`src/logic/bsr_pkg.sv`:
```
/*
 Package for the byte-wide static RAM host controller: timing figures,
 derived cycle counts, and the request and pin structs.
 Assumes a 100 MHz single clock.
*/
`default_nettype none
package bsr_pkg;
    localparam int unsigned CLK_PERIOD_NS = 10;
    localparam int unsigned ADDR_W = 10;
    localparam int unsigned DATA_W = 8;
    // Timing figures, ns except the startup delay in us (fastest grade)
    localparam int unsigned LOC_ACCESS_DELAY_NS = 120;
    localparam int unsigned SEL_ACCESS_DELAY_NS = 60;
    localparam int unsigned GATE_ACCESS_DELAY_NS = 60;
    localparam int unsigned LOC_CHANGE_FLOAT_NS = 10;
    localparam int unsigned WR_STROBE_FLOAT_NS = 30;
    localparam int unsigned LOC_SETUP_NS = 0;
    localparam int unsigned LOC_HOLD_NS = 40;
    localparam int unsigned WR_PULSE_WIDTH_NS = 45;
    localparam int unsigned WR_DATA_SETUP_NS = 10;
    localparam int unsigned WR_DATA_HOLD_NS = 10;
    localparam int unsigned CYCLE_TIME_NS = 120;
    localparam int unsigned STARTUP_DELAY_US = 2000;
    // Least times round up, at least one cycle
    function automatic int unsigned ns2cyc(input int unsigned ns);
        int unsigned c;
        c = (ns + CLK_PERIOD_NS - 1) / CLK_PERIOD_NS;
        return (c < 1) ? 1 : c;
    endfunction : ns2cyc
    // Read sampling waits for the slowest access path plus one sync margin
    localparam int unsigned READ_WAIT_CYC = ns2cyc(LOC_ACCESS_DELAY_NS) + 1;
    localparam int unsigned GATE_WAIT_CYC = ns2cyc(GATE_ACCESS_DELAY_NS);
    localparam int unsigned LOC_SETUP_CYC = ns2cyc(LOC_SETUP_NS);
    localparam int unsigned WR_PULSE_CYC = ns2cyc(WR_PULSE_WIDTH_NS) > ns2cyc(WR_DATA_SETUP_NS) ?
        ns2cyc(WR_PULSE_WIDTH_NS) : ns2cyc(WR_DATA_SETUP_NS);
    localparam int unsigned LOC_HOLD_CYC = ns2cyc(LOC_HOLD_NS) > ns2cyc(WR_DATA_HOLD_NS) ?
        ns2cyc(LOC_HOLD_NS) : ns2cyc(WR_DATA_HOLD_NS);
    localparam int unsigned FLOAT_CYC = ns2cyc(WR_STROBE_FLOAT_NS);
    localparam int unsigned STARTUP_CYC = STARTUP_DELAY_US * 1000 / CLK_PERIOD_NS;
    localparam int unsigned CNT_W = 18;

    typedef struct packed {
        logic write;
        logic [ADDR_W-1:0] addr;
        logic [DATA_W-1:0] wdata;
    } bsr_req_t;

    typedef struct packed {
        logic select_n;
        logic drive_gate_n;
        logic write_strobe_n;
        logic [ADDR_W-1:0] location_select_lines;
    } bsr_ctl_t;

    typedef enum logic [2:0] {
        ST_IDLE = 3'b000,
        ST_SETUP = 3'b001,
        ST_STROBE = 3'b011,
        ST_HOLD = 3'b010,
        ST_READ = 3'b110,
        ST_FLOAT = 3'b111,
        ST_START = 3'b101
    } bsr_state_t;
endpackage : bsr_pkg
`default_nettype wire

```
`src/logic/bsr_timer.sv`:
```
/*
 Down-counting delay timer: load a count, done pulses as it expires.
 Assumes one clock and an active-low asynchronous reset.
*/
`timescale 1ns/1ps
`default_nettype none
module bsr_timer #(
    parameter int unsigned W = 18
) (
    input wire logic mclk_i,
    input wire logic resetn_i,
    input wire logic load_i,
    input wire logic [W-1:0] count_i,
    output logic done_o
);
    logic [W-1:0] cnt_q;
    always_ff @(posedge mclk_i or negedge resetn_i)
    begin
        if (!resetn_i)
            cnt_q <= '0;
        else if (load_i)
            cnt_q <= count_i;
        else if (cnt_q != '0)
            cnt_q <= cnt_q - 1'b1;
    end
    assign done_o = (cnt_q == {{(W-1){1'b0}}, 1'b1});
endmodule : bsr_timer
`default_nettype wire

```
`src/logic/bsr_host.sv`:
```
/*
 Host controller for a byte-wide asynchronous static RAM: takes read and
 write requests and sequences the RAM strobes, address and data pins.
 Assumes the RAM pins are wired directly and its data input is sampled
 synchronously to mclk_i; one clock domain.
*/
`timescale 1ns/1ps
`default_nettype none
module bsr_host
    import bsr_pkg::*;
#(
    parameter int unsigned STARTUP_CYCLES = STARTUP_CYC
) (
    input wire logic mclk_i,
    input wire logic resetn_i,
    input wire logic req_valid_i,
    input wire bsr_pkg::bsr_req_t req_i,
    output logic req_ready_o,
    output logic rdata_valid_o,
    output logic [bsr_pkg::DATA_W-1:0] rdata_o,
    output logic select_n_o,
    output logic drive_gate_n_o,
    output logic write_strobe_n_o,
    output logic [bsr_pkg::ADDR_W-1:0] location_select_lines_o,
    input wire logic [bsr_pkg::DATA_W-1:0] byte_lines_bidir_i,
    output logic [bsr_pkg::DATA_W-1:0] byte_lines_bidir_o,
    output logic byte_lines_bidir_oe_n_o
);
    import bsr_pkg::*;

    ////////////////////////////////////////////////////////////////////////
    bsr_state_t state_q;
    bsr_ctl_t ctl_q;
    logic write_q;
    logic tmr_load;
    logic [CNT_W-1:0] tmr_count;
    logic tmr_done;

    bsr_timer #(.W(CNT_W)) u_timer (
        .mclk_i(mclk_i),
        .resetn_i(resetn_i),
        .load_i(tmr_load),
        .count_i(tmr_count),
        .done_o(tmr_done)
    );

    ////////////////////////////////////////////////////////////////////////
    // Timer loads per state entry
    always_comb
    begin
        tmr_load = 1'b0;
        tmr_count = '0;
        case (state_q)
            ST_START:
            begin
                tmr_load = 1'b0;
            end
            ST_IDLE:
            begin
                if (req_valid_i && req_ready_o)
                begin
                    tmr_load = 1'b1;
                    tmr_count = req_i.write ? CNT_W'(LOC_SETUP_CYC) : CNT_W'(READ_WAIT_CYC);
                end
            end
            ST_SETUP:
            begin
                if (tmr_done)
                begin
                    tmr_load = 1'b1;
                    tmr_count = CNT_W'(WR_PULSE_CYC);
                end
            end
            ST_STROBE:
            begin
                if (tmr_done)
                begin
                    tmr_load = 1'b1;
                    tmr_count = CNT_W'(LOC_HOLD_CYC);
                end
            end
            ST_HOLD, ST_READ:
            begin
                if (tmr_done)
                begin
                    tmr_load = 1'b1;
                    tmr_count = CNT_W'(FLOAT_CYC);
                end
            end
            default:
            begin
                tmr_load = 1'b0;
            end
        endcase
    end

    ////////////////////////////////////////////////////////////////////////
    // Startup counter: a separate count so the timer is free afterwards
    logic [CNT_W-1:0] boot_q;
    always_ff @(posedge mclk_i or negedge resetn_i)
    begin
        if (!resetn_i)
            boot_q <= '0;
        else if (state_q == ST_START && boot_q != CNT_W'(STARTUP_CYCLES))
            boot_q <= boot_q + 1'b1;
    end

    ////////////////////////////////////////////////////////////////////////
    // Sequencer
    always_ff @(posedge mclk_i or negedge resetn_i)
    begin
        if (!resetn_i)
            state_q <= ST_START;
        else
        begin
            case (state_q)
                ST_START:
                    if (boot_q == CNT_W'(STARTUP_CYCLES))
                        state_q <= ST_IDLE;
                ST_IDLE:
                    if (req_valid_i && req_ready_o)
                        state_q <= req_i.write ? ST_SETUP : ST_READ;
                ST_SETUP:
                    if (tmr_done)
                        state_q <= ST_STROBE;
                ST_STROBE:
                    if (tmr_done)
                        state_q <= ST_HOLD;
                ST_HOLD, ST_READ:
                    if (tmr_done)
                        state_q <= ST_FLOAT;
                ST_FLOAT:
                    if (tmr_done)
                        state_q <= ST_IDLE;
                default:
                    state_q <= ST_IDLE;
            endcase
        end
    end

    ////////////////////////////////////////////////////////////////////////
    // RAM control pins
    always_ff @(posedge mclk_i or negedge resetn_i)
    begin
        if (!resetn_i)
        begin
            ctl_q <= '{select_n: 1'b1, drive_gate_n: 1'b1, write_strobe_n: 1'b1, location_select_lines: '0};
            write_q <= 1'b0;
        end
        else
        begin
            case (state_q)
                ST_IDLE:
                    if (req_valid_i && req_ready_o)
                    begin
                        ctl_q.location_select_lines <= req_i.addr;
                        ctl_q.select_n <= 1'b0;
                        ctl_q.drive_gate_n <= req_i.write;
                        write_q <= req_i.write;
                    end
                ST_SETUP:
                    if (tmr_done)
                        ctl_q.write_strobe_n <= 1'b0;
                ST_STROBE:
                    if (tmr_done)
                        ctl_q.write_strobe_n <= 1'b1;
                ST_HOLD, ST_READ:
                    if (tmr_done)
                    begin
                        ctl_q.select_n <= 1'b1;
                        ctl_q.drive_gate_n <= 1'b1;
                    end
                default:
                    ctl_q.write_strobe_n <= 1'b1;
            endcase
        end
    end

    ////////////////////////////////////////////////////////////////////////
    // Data lines: host drives only from setup to end of hold
    always_ff @(posedge mclk_i or negedge resetn_i)
    begin
        if (!resetn_i)
        begin
            byte_lines_bidir_o <= '0;
            byte_lines_bidir_oe_n_o <= 1'b1;
        end
        else if (state_q == ST_IDLE && req_valid_i && req_ready_o && req_i.write)
        begin
            byte_lines_bidir_o <= req_i.wdata;
            byte_lines_bidir_oe_n_o <= 1'b0;
        end
        else if (state_q == ST_HOLD && tmr_done)
            byte_lines_bidir_oe_n_o <= 1'b1;
    end

    ////////////////////////////////////////////////////////////////////////
    // Read capture and handshake
    always_ff @(posedge mclk_i or negedge resetn_i)
    begin
        if (!resetn_i)
        begin
            rdata_o <= '0;
            rdata_valid_o <= 1'b0;
            req_ready_o <= 1'b0;
        end
        else
        begin
            rdata_valid_o <= 1'b0;
            if (state_q == ST_READ && tmr_done && !write_q)
            begin
                rdata_o <= byte_lines_bidir_i;
                rdata_valid_o <= 1'b1;
            end
            req_ready_o <= (state_q == ST_FLOAT && tmr_done) ||
                (state_q == ST_START && boot_q == CNT_W'(STARTUP_CYCLES)) ||
                (state_q == ST_IDLE && !(req_valid_i && req_ready_o));
        end
    end

    assign select_n_o = ctl_q.select_n;
    assign drive_gate_n_o = ctl_q.drive_gate_n;
    assign write_strobe_n_o = ctl_q.write_strobe_n;
    assign location_select_lines_o = ctl_q.location_select_lines;
endmodule : bsr_host
`default_nettype wire

```
`config.mk`:
```
export PLATFORM = sky130hd
export DESIGN_NAME = bsr_host
export DESIGN_NICKNAME = d
export VERILOG_FILES = /design/src/logic/bsr_pkg.sv /design/src/logic/bsr_timer.sv /design/src/logic/bsr_host.sv
export SDC_FILE = /design/constraint.sdc
export NUM_CORES = 1
export LEC_CHECK = 0
export ABC_AREA = 1
export BUFFER_PORTS_ARGS = -buffer_cell sky130_fd_sc_hd__buf_4
export CORE_MARGIN = 2
export CORE_UTILIZATION = 55
export DETAILED_ROUTE_END_ITERATION = 12
export PLACE_DENSITY = 0.78
export SLEW_MARGIN = 20
export SYNTH_ARGS = -nofsm -noshare
export SYNTH_HDL_FRONTEND = slang
export SYNTH_HIERARCHICAL = 1
export SYNTH_SLANG_ARGS = --single-unit
```
`constraint.sdc`:
```
create_clock -name mclk_i -period 3.1 [get_ports mclk_i]
set_input_delay 0.31 -clock mclk_i [delete_from_list [all_inputs] [get_ports mclk_i]]
set_output_delay 0.31 -clock mclk_i [all_outputs]
set_load 0.1 [all_outputs]
```
==> results.tsv <==
metric	value	unit
gp_congestion	0.9401	
cts_root_buf	clkbuf_8	
power.leakage	2.456	nW
post-route-min-period	2.609	ns
fillers	595	
cts_resized	0	
synth_largest_area_cell	dfrtp_1	
grt_pass1_vias	3313	
maxSlewViolCount	0	
drt-initial-drc-count	234	
hold_slack	0.07874	ns
critPathLaunchType	register	
grt_pass1_wl	14700	um
ys_seq_elements	72	
worst_pin_slew	0.8990	ns
crit_path_end_kind	register	
final_cell_area	4745	sq um
synthTopCellsByCount	239 x nand2_1, 66 x dfrtp_1, 51 x inv_1	
wl_per_cell	12.14	um
cts_buffers	9	
die_w	88.60	um
setup_violations	0	
ys_seq_area_share	45.96	%
die_h	88.60	um
outcome	completed	
cts_sinks	72	
hold_viol	0	
cp_max_fo	8	
wl	8704	um
finalSetupTns	0	ns
ant_nets	0	
initial_core_util	57.30	%
syn-mean-instance-area	7.316	sq um
r2r-end	u_timer/cnt_q[4]$_DFFE_PN0P_	
drive_gt1_share	18.04	%
grt_remaining_overflow	0	
clk_latency	0.35	ns
dpl_cell_area	4526	sq um
final_net_count	650	
holdBufCountCts	0	
worstSetupPathType	reg -> reg	
netlist_area	3936	sq um
clock_path_buffers	2	
clk_pin_slew	0.08	ns
core	6869	sq um
fmax	0.3834	GHz
drcViolationCount	0	
grt_setup_unrepaired	no	
grt_max_degree	73	
synth_edf_count	0	
ioPinCount	62	
r2r_setup_slack	0.49	ns
die_area	7850	sq um
arrival	2.86	ns
regToRegStartpoint	u_timer/cnt_q[9]$_DFFE_PN0P_	
synthArstFlopShare	100.0	%
yosysWarnings	6	
place_hpwl	6353	um
skew	0.01153	ns
rows	30	
antenna_cells	0	
cts_tree	yes	
synth.most_common_cell	nand2_1	
ff2ff_path_depth	11	
via_count	3469	
ys_types	35	
vias_per_cell	4.838	
port_buffers	61	
multi_input_comb_area	1911	sq um
synth.area.top_cells	dfrtp_1 42%, nand2_1 23%, inv_1 4.9%, nor2_1 4.1%, dfstp_2 4.0%	
yosysTopAreaCellShare	41.96	%
netlist_instances	538	
htree_levels	3	
drv_cap	0	
grt_antenna_before_repair	0	
drt_first_pass_iters	4	
cp.required	3.35	ns
powerDensity	996.4	nW/um^2
cts_setup_buffers	0	
seq_area	1809	sq um
hp-class	in -> async	
relSlewSlack	40.07	%
grt_util_all_layers	24.28	%
period_share	84.15	%
max-vdd-ir-drop	0.9928	mV
ys.flop_type	dfrtp_1	
syn_to_final_growth	20.53	%
[registers in the layout, indices dropped and copies added (netlist names)]
register,flops
boot_q,18
byte_lines_bidir_o,8
byte_lines_bidir_oe_n_o,1
drive_gate_n_o,1
location_select_lines_o,10
rdata_o,8
rdata_valid_o,1
req_ready_o,1
select_n_o,1
state_q,3
u_timer/cnt_q,18
write_q,1
write_strobe_n_o,1
[routing by layer]
layer | GRT usage [%] | part of all wire (%)
met3 | 5.037 | 4.0
met5 | 0 | 0
met2 | 40.05 | 49
met1 | 31.72 | 46
met4 | 9.091 | 1.4
[worst max-delay path, stage by stage (launching register included)]
cell and delay (ns):
dfrtp_1 0.42, nor2_2 0.18, nand2_2 0.11, nor4_1 0.65
inv_1 0.19, nor2_4 0.19, nor2_1 0.10, o21ai_1 0.13
inv_1 0.17, o21ai_0 0.12, a21oi_1 0.06, nor3_1 0.20
[how the worst max path moves through the flow]
stage / from / end / slack [ns] / cells after the start
3_5_place_dp: u_timer/cnt_q[9]$_DFFE_PN0P_ / u_timer/cnt_q[4]$_DFFE_PN0P_ / 0.55 / 11
2_1_floorplan: u_timer/cnt_q[9]$_DFFE_PN0P_ / u_timer/cnt_q[4]$_DFFE_PN0P_ / 0.88 / 12
4_1_cts: u_timer/cnt_q[9]$_DFFE_PN0P_ / u_timer/cnt_q[4]$_DFFE_PN0P_ / 0.52 / 11
3_3_place_gp: u_timer/cnt_q[9]$_DFFE_PN0P_ / u_timer/cnt_q[1]$_DFFE_PN0P_ / 0.71 / 10
6_report: u_timer/cnt_q[9]$_DFFE_PN0P_ / u_timer/cnt_q[4]$_DFFE_PN0P_ / 0.49 / 11
5_1_grt: u_timer/cnt_q[16]$_DFFE_PN0P_ / u_timer/cnt_q[1]$_DFFE_PN0P_ / 0.26 / 10
[cell families after synthesis]
group,synth area share (%)
other,0.09527
AO/OA/AOI/OAI,4.355
AND/OR/NAND/NOR,38.02
flip-flops,45.96
adder cells (fa/ha/maj),1.272
XOR/XNOR,3.560
buffers and inverters,6.739
[area by class of cell]
type | instances | share of cell area (%)
Clock inverter | 7 | 2.004
Tap cell | 96 | 2.532
Multi-Input combinational cell | 413 | 40.27
Clock buffer | 9 | 2.611
Inverter | 58 | 4.641
Sequential cell | 72 | 38.13
Timing Repair Buffer | 62 | 9.810
[stage by stage]
stage / worst slack (ns) / utilization [%] / power (W) / cells
2_1_floorplan: 0.8773 / - / 0.003380 / 551
3_3_place_gp: 0.7106 / 65.88 / 0.003871 / 701
3_5_place_dp: 0.5527 / 65.88 / 0.003915 / 701
4_1_cts: 0.5227 / 69.07 / 0.004751 / 717
5_1_grt: 0.2560 / 69.07 / 0.005031 / 717
6_report: 0.4914 / 69.07 / 0.004727 / 717
[power by group]
group	total (W)	leakage [nW]	internal (W)	switching [W]
clock	0.000827	0.110	0.000454	0.000373
combinational	0.00237	1.47	0.000566	0.00180
sequential	0.00153	0.877	0.00127	0.000262
total	0.00473	2.46	0.00229	0.00244
[layout by cell type, fill, tap and decap left out, types with 2 or more instances in the layout]
cell type and count:
nand2_2 7, buf_4 62, bufinv_16 2, a21oi_1 3, nand3b_1 4, xnor2_1 7, o21ai_0 18, nor2_1 43
inv_2 5, xor2_1 9, ha_1 4, conb_1 14, dfstp_2 6, nand4_1 6, nand2_1 239, nor2_2 5
and2_1 2, inv_1 51, nor2_4 5, clkbuf_8 9, o21ai_1 6, nor3_1 6, nand3_1 25, clkinv_2 2
a31oi_1 2, dfrtp_1 66
Note: power is estimated with default switching activity, not from simulation.
